[src/inc/ssom_pkg.sv]
// Constants shared by the servo status output mapper files
`default_nettype none

package ssom_pkg;

    // ----------------------------------------
    // Widths and counts
    // ----------------------------------------
    localparam int DATA_W = 16;
    localparam int ADDR_W = 4;
    localparam int FN_COUNT = 10;
    localparam int PIN_COUNT = 3;
    localparam int SEL_W = 4;
    localparam int WARN_W = 5;
    localparam int TQ_COUNT = 3;

    // ----------------------------------------
    // Status function codes and bit positions
    // ----------------------------------------
    localparam int FN_READY = 0;
    localparam int FN_SERVO_ON = 1;
    localparam int FN_ZERO_SPEED = 2;
    localparam int FN_TARGET_SPEED = 3;
    localparam int FN_POSITION = 4;
    localparam int FN_TORQUE_LIMIT = 5;
    localparam int FN_ALARM = 6;
    localparam int FN_WARNING = 7;
    localparam int FN_BRAKE = 8;
    localparam int FN_OVERLOAD = 9;

    // ----------------------------------------
    // Register word offsets
    // ----------------------------------------
    localparam logic [ADDR_W-1:0] OFS_PIN_SELECT = 4'h0;
    localparam logic [ADDR_W-1:0] OFS_INVERT = 4'h1;
    localparam logic [ADDR_W-1:0] OFS_ZERO_RANGE = 4'h2;
    localparam logic [ADDR_W-1:0] OFS_TARGET_SPEED = 4'h3;
    localparam logic [ADDR_W-1:0] OFS_IN_POSITION = 4'h4;
    localparam logic [ADDR_W-1:0] OFS_TORQUE_LIM0 = 4'h5;
    localparam logic [ADDR_W-1:0] OFS_OVERLOAD = 4'h8;
    localparam logic [ADDR_W-1:0] OFS_STATUS = 4'h9;
    localparam logic [ADDR_W-1:0] OFS_INT_STATUS = 4'hA;
    localparam logic [ADDR_W-1:0] OFS_INT_MASK = 4'hB;

    // ----------------------------------------
    // Reset values
    // ----------------------------------------
    // Pin one ready, pin two zero speed, pin three alarm
    localparam logic [PIN_COUNT*SEL_W-1:0] RST_PIN_SELECT = 12'h620;
    localparam logic [FN_COUNT-1:0] RST_INVERT = 10'h000;
    localparam logic [DATA_W-1:0] RST_ZERO_RANGE = 16'h000A;
    localparam logic [DATA_W-1:0] RST_TARGET_SPEED = 16'h0100;
    localparam logic [DATA_W-1:0] RST_IN_POSITION = 16'h0010;
    localparam logic [DATA_W-1:0] RST_TORQUE_LIM = 16'h0100;
    localparam logic [DATA_W-1:0] RST_OVERLOAD = 16'h0100;
    localparam logic [FN_COUNT-1:0] RST_INT_MASK = 10'h000;

endpackage

`default_nettype wire

[src/inc/ssom_map_if.sv]
// Function levels and pin routing passed to the pin multiplexer
`timescale 1ns/1ps
`default_nettype none

interface ssom_map_if;
    import ssom_pkg::*;
    logic [FN_COUNT-1:0] funcLevel;
    logic [FN_COUNT-1:0] invert;
    logic [PIN_COUNT*SEL_W-1:0] pinSelect;
    logic [PIN_COUNT-1:0] pins;
    modport source (output funcLevel, output invert, output pinSelect, input pins);
    modport mux (input funcLevel, input invert, input pinSelect, output pins);
endinterface

`default_nettype wire

[src/hdl/ssom_pin_mux.sv]
// Routes any status function onto any fixed output pin
`timescale 1ns/1ps
`default_nettype none

module ssom_pin_mux
    import ssom_pkg::*;
(
    input wire logic clk, // System clock
    input wire logic rst, // Synchronous reset
    input wire logic ce, // Clock enable
    ssom_map_if.mux map // Levels and routing
);

    logic [PIN_COUNT-1:0] pins_reg;
    logic [PIN_COUNT-1:0] pins_next;
    logic [FN_COUNT-1:0] shown;

    // ----------------------------------------
    // Selection
    // ----------------------------------------
    always_comb begin
        // Polarity per function applied before routing
        shown = map.funcLevel ^ map.invert;
        for (int p = 0; p < PIN_COUNT; p++) begin
            // Codes beyond the function list leave the pin off
            if (map.pinSelect[p*SEL_W +: SEL_W] < SEL_W'(FN_COUNT)) begin
                pins_next[p] = shown[map.pinSelect[p*SEL_W +: SEL_W]];
            end else begin
                pins_next[p] = 1'b0;
            end
        end
    end

    always_ff @(posedge clk) begin
        if (rst) begin
            pins_reg <= '0;
        end else if (ce) begin
            pins_reg <= pins_next;
        end
    end

    assign map.pins = pins_reg;

    // ----------------------------------------
    // Checks
    // ----------------------------------------
    pin_route_a: assert property (@(posedge clk) disable iff (rst)
        ce && map.pinSelect[SEL_W-1:0] == SEL_W'(FN_ALARM)
        |=> map.pins[0] == $past(map.funcLevel[FN_ALARM] ^ map.invert[FN_ALARM]))
        else $error("pin one does not follow routed alarm level");

    pin_hold_a: assert property (@(posedge clk) disable iff (rst)
        !ce |=> $stable(map.pins))
        else $error("pins changed while clock enable low");

endmodule // ssom_pin_mux

`default_nettype wire

[src/hdl/ssom_status_mapper.sv]
// Servo drive status output mapper with register port and interrupt
// ----------------------------------------
// How it works
// - Any status function routable to any pin
// - Ready only when ready and fault free
// - Servo-on follows control power regardless faults
// - Zero speed while speed within range
// - Target speed while speed reaches target
// - Position reached only in position mode
// - Torque limit when any limit reached
// - Alarm whenever a fault is detected
// - Warning shown before alarm for warning faults
// - Warning on limits, stop, comms, undervoltage
// - Brake output actuates the motor brake
// - Overload warning at configured overload level
// - Routed pin polarity set by user configuration
// ----------------------------------------
`timescale 1ns/1ps
`default_nettype none

module ssom_status_mapper
    import ssom_pkg::*;
#(
    parameter int SPEED_W = 16
)(
    input wire logic clk, // System clock, 40 MHz
    input wire logic rst, // Synchronous reset, active high
    input wire logic ce, // Clock enable, freezes all state
    input wire logic [ADDR_W-1:0] regAddr, // Register word index
    input wire logic [DATA_W-1:0] regWdata, // Write data
    input wire logic regWr, // Write strobe
    input wire logic regRd, // Read strobe
    output logic [DATA_W-1:0] regRdata, // Read data, cycle after strobe
    input wire logic controlPowerOn, // Control power present
    input wire logic readyToRun, // Drive ready to run
    input wire logic positionMode, // Position control mode active
    input wire logic brakeRequest, // Brake actuation request
    input wire logic faultDetect, // Fault outside the warning class
    input wire logic [WARN_W-1:0] warnCause, // Rev, fwd, estop, comms, undervolt
    input wire logic [SPEED_W-1:0] motorSpeed, // Speed magnitude
    input wire logic [SPEED_W-1:0] positionError, // Signed position error
    input wire logic [SPEED_W-1:0] motorTorque, // Torque magnitude
    input wire logic [SPEED_W-1:0] loadLevel, // Output load level
    output logic driveReadyOut, // Ready level
    output logic servoPowerOnOut, // Servo-on level
    output logic zeroSpeedOut, // Zero speed level
    output logic targetSpeedReachedOut, // Target speed level
    output logic positionReachedOut, // In position level
    output logic torqueLimitReachedOut, // Torque limit level
    output logic faultAlarmOut, // Alarm level
    output logic warningOut, // Warning level
    output logic brakeActuateOut, // Brake level
    output logic overloadWarningOut, // Overload level
    output logic statusPinOne, // Routed pin one
    output logic statusPinTwo, // Routed pin two
    output logic statusPinThree, // Routed pin three
    output logic irq // Level interrupt
);

    // ----------------------------------------
    // Configuration registers
    // ----------------------------------------
    logic [PIN_COUNT*SEL_W-1:0] pinSelect_reg;
    logic [FN_COUNT-1:0] invert_reg;
    logic [DATA_W-1:0] zeroRange_reg;
    logic [DATA_W-1:0] targetSpeed_reg;
    logic [DATA_W-1:0] inPosition_reg;
    logic [DATA_W-1:0] torqueLim_reg [TQ_COUNT];
    logic [DATA_W-1:0] overload_reg;
    logic [FN_COUNT-1:0] intMask_reg;
    logic [FN_COUNT-1:0] intStatus_reg;
    logic [FN_COUNT-1:0] statusLevel_reg;
    logic [FN_COUNT-1:0] statusLevel_next;
    logic [DATA_W-1:0] regRdata_reg;
    logic [DATA_W-1:0] regRdata_next;
    logic [SPEED_W-1:0] posErrMag;
    logic torqueHit;
    logic warnActive;

    function automatic logic wrHit(input logic [ADDR_W-1:0] ofs);
        return regWr && (regAddr == ofs);
    endfunction

    always_ff @(posedge clk) begin
        if (rst) begin
            pinSelect_reg <= RST_PIN_SELECT;
            invert_reg <= RST_INVERT;
        end else if (ce) begin
            if (wrHit(OFS_PIN_SELECT)) begin
                pinSelect_reg <= regWdata[PIN_COUNT*SEL_W-1:0];
            end
            if (wrHit(OFS_INVERT)) begin
                invert_reg <= regWdata[FN_COUNT-1:0];
            end
        end
    end

    always_ff @(posedge clk) begin
        if (rst) begin
            zeroRange_reg <= RST_ZERO_RANGE;
            targetSpeed_reg <= RST_TARGET_SPEED;
            inPosition_reg <= RST_IN_POSITION;
            overload_reg <= RST_OVERLOAD;
            for (int i = 0; i < TQ_COUNT; i++) begin
                torqueLim_reg[i] <= RST_TORQUE_LIM;
            end
        end else if (ce) begin
            if (wrHit(OFS_ZERO_RANGE)) begin
                zeroRange_reg <= regWdata;
            end
            if (wrHit(OFS_TARGET_SPEED)) begin
                targetSpeed_reg <= regWdata;
            end
            if (wrHit(OFS_IN_POSITION)) begin
                inPosition_reg <= regWdata;
            end
            if (wrHit(OFS_OVERLOAD)) begin
                overload_reg <= regWdata;
            end
            for (int i = 0; i < TQ_COUNT; i++) begin
                if (wrHit(OFS_TORQUE_LIM0 + ADDR_W'(i))) begin
                    torqueLim_reg[i] <= regWdata;
                end
            end
        end
    end

    // ----------------------------------------
    // Status conditions
    // ----------------------------------------
    always_comb begin
        // Two's complement magnitude; most negative value maps to itself, read unsigned as its full magnitude
        posErrMag = positionError[SPEED_W-1] ? SPEED_W'(-positionError) : positionError;
        torqueHit = 1'b0;
        for (int i = 0; i < TQ_COUNT; i++) begin
            if (motorTorque >= SPEED_W'(torqueLim_reg[i])) begin
                torqueHit = 1'b1;
            end
        end
        warnActive = |warnCause;
    end

    always_comb begin
        statusLevel_next = '0;
        // Warning faults also block ready, they are faults too
        statusLevel_next[FN_READY] = readyToRun && !faultDetect && !warnActive;
        statusLevel_next[FN_SERVO_ON] = controlPowerOn;
        statusLevel_next[FN_ZERO_SPEED] = motorSpeed <= SPEED_W'(zeroRange_reg);
        statusLevel_next[FN_TARGET_SPEED] = motorSpeed >= SPEED_W'(targetSpeed_reg);
        statusLevel_next[FN_POSITION] = positionMode
            && (posErrMag <= SPEED_W'(inPosition_reg));
        statusLevel_next[FN_TORQUE_LIMIT] = torqueHit;
        // Warning-class faults raise alarm only once warning is already shown
        statusLevel_next[FN_ALARM] = faultDetect
            || (warnActive && statusLevel_reg[FN_WARNING]);
        statusLevel_next[FN_WARNING] = warnActive;
        statusLevel_next[FN_BRAKE] = brakeRequest;
        statusLevel_next[FN_OVERLOAD] = loadLevel >= SPEED_W'(overload_reg);
    end

    always_ff @(posedge clk) begin
        if (rst) begin
            statusLevel_reg <= '0;
        end else if (ce) begin
            statusLevel_reg <= statusLevel_next;
        end
    end

    assign driveReadyOut = statusLevel_reg[FN_READY];
    assign servoPowerOnOut = statusLevel_reg[FN_SERVO_ON];
    assign zeroSpeedOut = statusLevel_reg[FN_ZERO_SPEED];
    assign targetSpeedReachedOut = statusLevel_reg[FN_TARGET_SPEED];
    assign positionReachedOut = statusLevel_reg[FN_POSITION];
    assign torqueLimitReachedOut = statusLevel_reg[FN_TORQUE_LIMIT];
    assign faultAlarmOut = statusLevel_reg[FN_ALARM];
    assign warningOut = statusLevel_reg[FN_WARNING];
    assign brakeActuateOut = statusLevel_reg[FN_BRAKE];
    assign overloadWarningOut = statusLevel_reg[FN_OVERLOAD];

    // ----------------------------------------
    // Pin routing
    // ----------------------------------------
    ssom_map_if mapBus ();

    assign mapBus.funcLevel = statusLevel_reg;
    assign mapBus.invert = invert_reg;
    assign mapBus.pinSelect = pinSelect_reg;

    ssom_pin_mux pinMux (
        .clk(clk),
        .rst(rst),
        .ce(ce),
        .map(mapBus.mux)
    );

    assign statusPinOne = mapBus.pins[0];
    assign statusPinTwo = mapBus.pins[1];
    assign statusPinThree = mapBus.pins[2];

    // ----------------------------------------
    // Interrupts
    // ----------------------------------------
    always_ff @(posedge clk) begin
        if (rst) begin
            intMask_reg <= RST_INT_MASK;
        end else if (ce && wrHit(OFS_INT_MASK)) begin
            intMask_reg <= regWdata[FN_COUNT-1:0];
        end
    end

    // Rising edge of a function is the event; set beats a same-cycle clear
    always_ff @(posedge clk) begin
        if (rst) begin
            intStatus_reg <= '0;
        end else if (ce) begin
            intStatus_reg <= (intStatus_reg
                & ~(wrHit(OFS_INT_STATUS) ? regWdata[FN_COUNT-1:0] : '0))
                | (statusLevel_next & ~statusLevel_reg);
        end
    end

    assign irq = |(intStatus_reg & intMask_reg);

    // ----------------------------------------
    // Read port
    // ----------------------------------------
    always_comb begin
        regRdata_next = '0;
        unique case (regAddr)
            OFS_PIN_SELECT: regRdata_next = DATA_W'(pinSelect_reg);
            OFS_INVERT: regRdata_next = DATA_W'(invert_reg);
            OFS_ZERO_RANGE: regRdata_next = zeroRange_reg;
            OFS_TARGET_SPEED: regRdata_next = targetSpeed_reg;
            OFS_IN_POSITION: regRdata_next = inPosition_reg;
            OFS_TORQUE_LIM0: regRdata_next = torqueLim_reg[0];
            OFS_TORQUE_LIM0 + 4'h1: regRdata_next = torqueLim_reg[1];
            OFS_TORQUE_LIM0 + 4'h2: regRdata_next = torqueLim_reg[2];
            OFS_OVERLOAD: regRdata_next = overload_reg;
            OFS_STATUS: regRdata_next = DATA_W'(statusLevel_reg);
            OFS_INT_STATUS: regRdata_next = DATA_W'(intStatus_reg);
            OFS_INT_MASK: regRdata_next = DATA_W'(intMask_reg);
            default: regRdata_next = '0;
        endcase
    end

    // Data held outside the answer cycle is zero so stale values never show
    always_ff @(posedge clk) begin
        if (rst) begin
            regRdata_reg <= '0;
        end else if (ce) begin
            regRdata_reg <= regRd ? regRdata_next : '0;
        end
    end

    assign regRdata = regRdata_reg;

    // ----------------------------------------
    // Checks
    // ----------------------------------------
    ready_block_a: assert property (@(posedge clk) disable iff (rst)
        ce && (faultDetect || warnCause != '0) |=> !driveReadyOut)
        else $error("ready shown while a fault is present");

    servo_power_a: assert property (@(posedge clk) disable iff (rst)
        ce && controlPowerOn && faultDetect |=> servoPowerOnOut && !driveReadyOut)
        else $error("servo-on not independent of fault");

    zero_speed_a: assert property (@(posedge clk) disable iff (rst)
        ce |=> zeroSpeedOut == ($past(motorSpeed) <= $past(zeroRange_reg)))
        else $error("zero speed level wrong");

    target_speed_a: assert property (@(posedge clk) disable iff (rst)
        ce && motorSpeed < targetSpeed_reg |=> !targetSpeedReachedOut)
        else $error("target speed held below target");

    pos_mode_a: assert property (@(posedge clk) disable iff (rst)
        ce && !positionMode |=> !positionReachedOut)
        else $error("position reached outside position mode");

    torque_limit_a: assert property (@(posedge clk) disable iff (rst)
        ce && motorTorque >= torqueLim_reg[2] |=> torqueLimitReachedOut)
        else $error("torque limit not flagged");

    fault_alarm_a: assert property (@(posedge clk) disable iff (rst)
        ce && faultDetect |=> faultAlarmOut)
        else $error("alarm missing on fault");

    warn_first_a: assert property (@(posedge clk) disable iff (rst)
        ce && !faultDetect && !warningOut |=> !faultAlarmOut)
        else $error("alarm before warning shown");

    warn_level_a: assert property (@(posedge clk) disable iff (rst)
        ce ##0 warnCause != '0 |=> warningOut ##0 ($past(warnCause) != '0))
        else $error("warning missing on warning fault");

    brake_level_a: assert property (@(posedge clk) disable iff (rst)
        ce |=> brakeActuateOut == $past(brakeRequest))
        else $error("brake does not follow request");

    overload_level_a: assert property (@(posedge clk) disable iff (rst)
        ce && loadLevel < overload_reg |=> !overloadWarningOut)
        else $error("overload flagged below level");

    irq_level_a: assert property (@(posedge clk) disable iff (rst)
        ce && faultDetect && !faultAlarmOut |=> irq || !intMask_reg[FN_ALARM])
        else $error("interrupt missing on unmasked alarm rise");

    int_hold_a: assert property (@(posedge clk) disable iff (rst)
        !ce |=> $stable(intStatus_reg))
        else $error("interrupt status changed while clock enable low");

endmodule // ssom_status_mapper

`default_nettype wire

[config.mk]
export PLATFORM = sky130hd
export DESIGN_NAME = ssom_status_mapper
export DESIGN_NICKNAME = d
export VERILOG_FILES = /design/src/inc/ssom_pkg.sv /design/src/inc/ssom_map_if.sv /design/src/hdl/ssom_pin_mux.sv /design/src/hdl/ssom_status_mapper.sv
export SDC_FILE = /design/constraint.sdc
export NUM_CORES = 1
export LEC_CHECK = 0
export ABC_AREA = 1
export BUFFER_PORTS_ARGS = -buffer_cell sky130_fd_sc_hd__buf_2
export CAP_MARGIN = 30
export CORE_ASPECT_RATIO = 1.1
export CORE_MARGIN = 2
export CORE_UTILIZATION = 64
export CTS_CLUSTER_SIZE = 40
export DETAILED_ROUTE_END_ITERATION = 10
export GPL_TIMING_DRIVEN = 0
export PLACE_DENSITY = 0.87
export SLEW_MARGIN = 5
export SYNTH_ARGS = -nofsm -noshare
export SYNTH_HDL_FRONTEND = slang
export SYNTH_SLANG_ARGS = --single-unit
[constraint.sdc]
create_clock -name clk -period 6.82 [get_ports clk]
set_input_delay 0 -clock clk [delete_from_list [all_inputs] [get_ports clk]]
set_output_delay 0 -clock clk [all_outputs]
set_load 0.05 [all_outputs]
==> flow_metrics.tcl <==
set metrics [dict create \
    critical_path_class "in2reg" \
    end_kind "register" \
    combPwrFrac 0.159 \
    synthMuxAreaShare 0 \
    synth_top_family_by_area "compound AO/OA/AOI/OAI gates" \
    grt_pass1_vias 10592 \
    swShare 0.2856 \
    synth_top_area_share 0.2515 \
    critPathLaunchType "input pin" \
    die_area_um2 17840 \
    die_w_um 127.5 \
    final_layout_size_suffix_gt1_frac 0.1215 \
    wl_per_cell_um 20.70 \
    ys_seq_area_frac 0.3857 \
    grt-ovfl-total 0 \
    power_frac_clock 0.389 \
    fmax_mhz 438.0 \
    slew_viol_final 0 \
    preCtsSetupSlack_ps 4234 \
    ant_nets 0 \
    io_buffers 126 \
    cts_tree "yes" \
    ys.flop_type "dfxtp_1" \
    fin_crit_ps 2283 \
    drt-total-wl_um 37120 \
    synth_cell_types 37 \
    tns_ps 0 \
    synth_xor_area_frac 0.01875 \
    firstDrtPassIters 9 \
    ir_drop_mv 0.1870 \
    drt-initial-drc-count 1774 \
    grt.total_usage 0.4124 \
    insertion_delay_ps 430 \
    postLayoutCoreUtil 0.7635 \
    rows 49 \
    synth_edf_count 48 \
    required_ps 7180 \
    viasPerCell 6.281 \
    io_pins 129 \
    skew_ps 8.088 \
    area_delta_synth_final_pct 16.33 \
    multi_input_area_um2 5499 \
    fin_ws_ps 4537 \
    yosysWarnings 0 \
    grt_first_pass_wirelength_um 56120 \
    syn_area_um2 10740 \
    hpwl_um 27630 \
    synth-async-reset-ratio 0 \
    h-tree-depth 4 \
    synth.area.top_cells "dfxtp_1, edfxtp_1, ha_1" \
    power_switching_w 0.0007404 \
    status "finished, final reports clean" \
    initial_core_util 0.6563 \
    largest_register_ffs 48 \
    register_area_um2 4144 \
    synth_top_cell_by_area "dfxtp_1" \
    final_cell_count_no_fill 1793 \
    maxCapViolCount 0 \
    place_inst 1740 \
    cts_made_buffers 17 \
    synth-simple-area-share 0.1455 \
    path_clk_slew_ps 70 \
    powerDensity_nw_per_um2 207.4 \
    synthAdderAreaFrac 0.1316 \
    finalCritPeriodShare 0.3348 \
    antenna_found_initial 0 \
    route.detailed.drc 0 \
    cts_max_path_buffers 2 \
    fill_cells 1244 \
    root_buffer "clkbuf_16" \
    worst_pin_slew_ps 828.2 \
    fp.coreArea_um2 16370 \
    p_leak_nw 5.594 \
    grt_setup_unrepaired "no" \
    grt_max_degree 17 \
    syn_inst 1407 \
    min_path_type "in2reg" \
    synth-compound-area-share 0.2150 \
    intPower_w 0.001852 \
    syn_nets 1619 \
    finalNetCount 1789 \
    synth.avg_cell_area_um2 7.636 \
    relSlewSlack 0.4478 \
    cts_sinks 183 \
    crit_fanout 3 \
    die_y_um 139.9 \
    power_frac_seq 0.452 \
    num_antenna_cells 0 \
    final-setup-viol-count 0 \
    worstPathArrival_ps 2640 \
    final_hold_viol_count 0 \
    vias 11262 \
    ys_seq_elements 183 \
    gp_congestion 0.9908 \
]
## worst paths after layout
| path | cells after the start | slack (ps) | startpoint | end |
|---|---|---|---|---|
| worst max-delay path | 9 | 4540 | warnCause[0] | intStatus_reg[0] |
| worst min-delay path | 4 | 50 | warnCause[1] | intStatus_reg[7] |
| worst max register to register | 8 | 4820 | targetSpeed_reg[15] | intStatus_reg[3] |
| worst min register to register | 2 | 470 | intMask_reg[4] | intMask_reg[4] |
## repair_timing
item | 4_1_cts | 5_1_grt
endpoints found under the hold margin | 44 | 0
hold buffers | 22 | 0
gates resized for setup | 0 | 0
setup buffers | 0 | 0
## worst max-delay path, stage by stage
cell and delay (ps):
dlygate4sd3_1 530, buf_2 120, nor3b_1 300, dlygate4sd3_1 670
nand3_1 100, dlygate4sd3_1 570, nor2_1 170, nand2_1 70
a21oi_1 120
## metrics by stage
step / total power [W] / hold slack, ps / area, um2
final: 0.002592 / 47.43 / 12500
after global routing: 0.002664 / 62.69 / 12500
after CTS: 0.002562 / 1.177 / 12500
after detailed placement: 0.001578 / 275.0 / 11690
after global placement: 0.001562 / 268.1 / 11630
after floorplan: 0.001429 / 126.4 / 10740
## placed cells by master (no fill, tap or decap), types with 3 or more instances in the layout
cell type      instances
a21oi_1              187
a31oi_1                3
buf_2                143
buf_8                  3
clkbuf_1              33
clkbuf_16             18
dfxtp_1              135
dlygate4sd3_1         22
edfxtp_1              48
ha_1                 113
inv_1                233
inv_6                  4
nand2_1              195
nand3_1               46
nand4_1               12
nor2_1                89
nor2_2                 4
nor2_4                 3
nor3_1                12
nor4_1                 5
o211ai_1              18
o21ai_0              139
o21ai_2                3
o22ai_1               67
o31ai_1                3
xnor2_1                9
xor2_1                14
## metal layers
metal  global-route usage  routed length [um]
met1               0.5142               13300
met2               0.6254               15960
met3               0.1230                5131
met4               0.2597                2717
met5                    0                   0
## synth_stat cells (all sizes together), types with 2 or more instances
| cell type | instances |
|---|---|
| a31oi | 3 |
| o31ai | 3 |
| buf | 18 |
| clkbuf | 34 |
| xor2 | 14 |
| nand4 | 12 |
| nor4 | 5 |
| edfxtp | 48 |
| ha | 113 |
| nand2 | 197 |
| o211ai | 18 |
| nor2 | 96 |
| o22ai | 67 |
| nand3 | 46 |
| a21o | 2 |
| xnor2 | 9 |
| inv | 235 |
| dfxtp | 135 |
| nor3 | 12 |
| a21oi | 187 |
| nand3b | 2 |
| o21ai | 142 |
## cell type report
type / instances / area share
Buffer: 52 / 0.01812
Tap cell: 204 / 0.02042
Sequential cell: 183 / 0.3316
Inverter: 236 / 0.07088
Multi-Input combinational cell: 936 / 0.4400
Clock buffer: 19 / 0.03634
Clock inverter: 12 / 0.01101
Timing Repair Buffer: 151 / 0.07168
## power groups by stage
stage / Combinational [W] / Clock (W) / Sequential [W]
floorplan: 0.000219 / 0 / 0.00121
global placement: 0.000369 / 0 / 0.00119
detailed placement: 0.000385 / 0 / 0.00119
CTS: 0.000397 / 0.000996 / 0.00117
global route: 0.000450 / 0.00104 / 0.00117
finish: 0.000412 / 0.00101 / 0.00117
## cell families after synthesis
logic type	after synthesis
compound gates	428
simple gates	372
flops	183
fa+ha+maj	113
xor+xnor	23
buf+inv	288
Power figures use the tool's default switching activity.
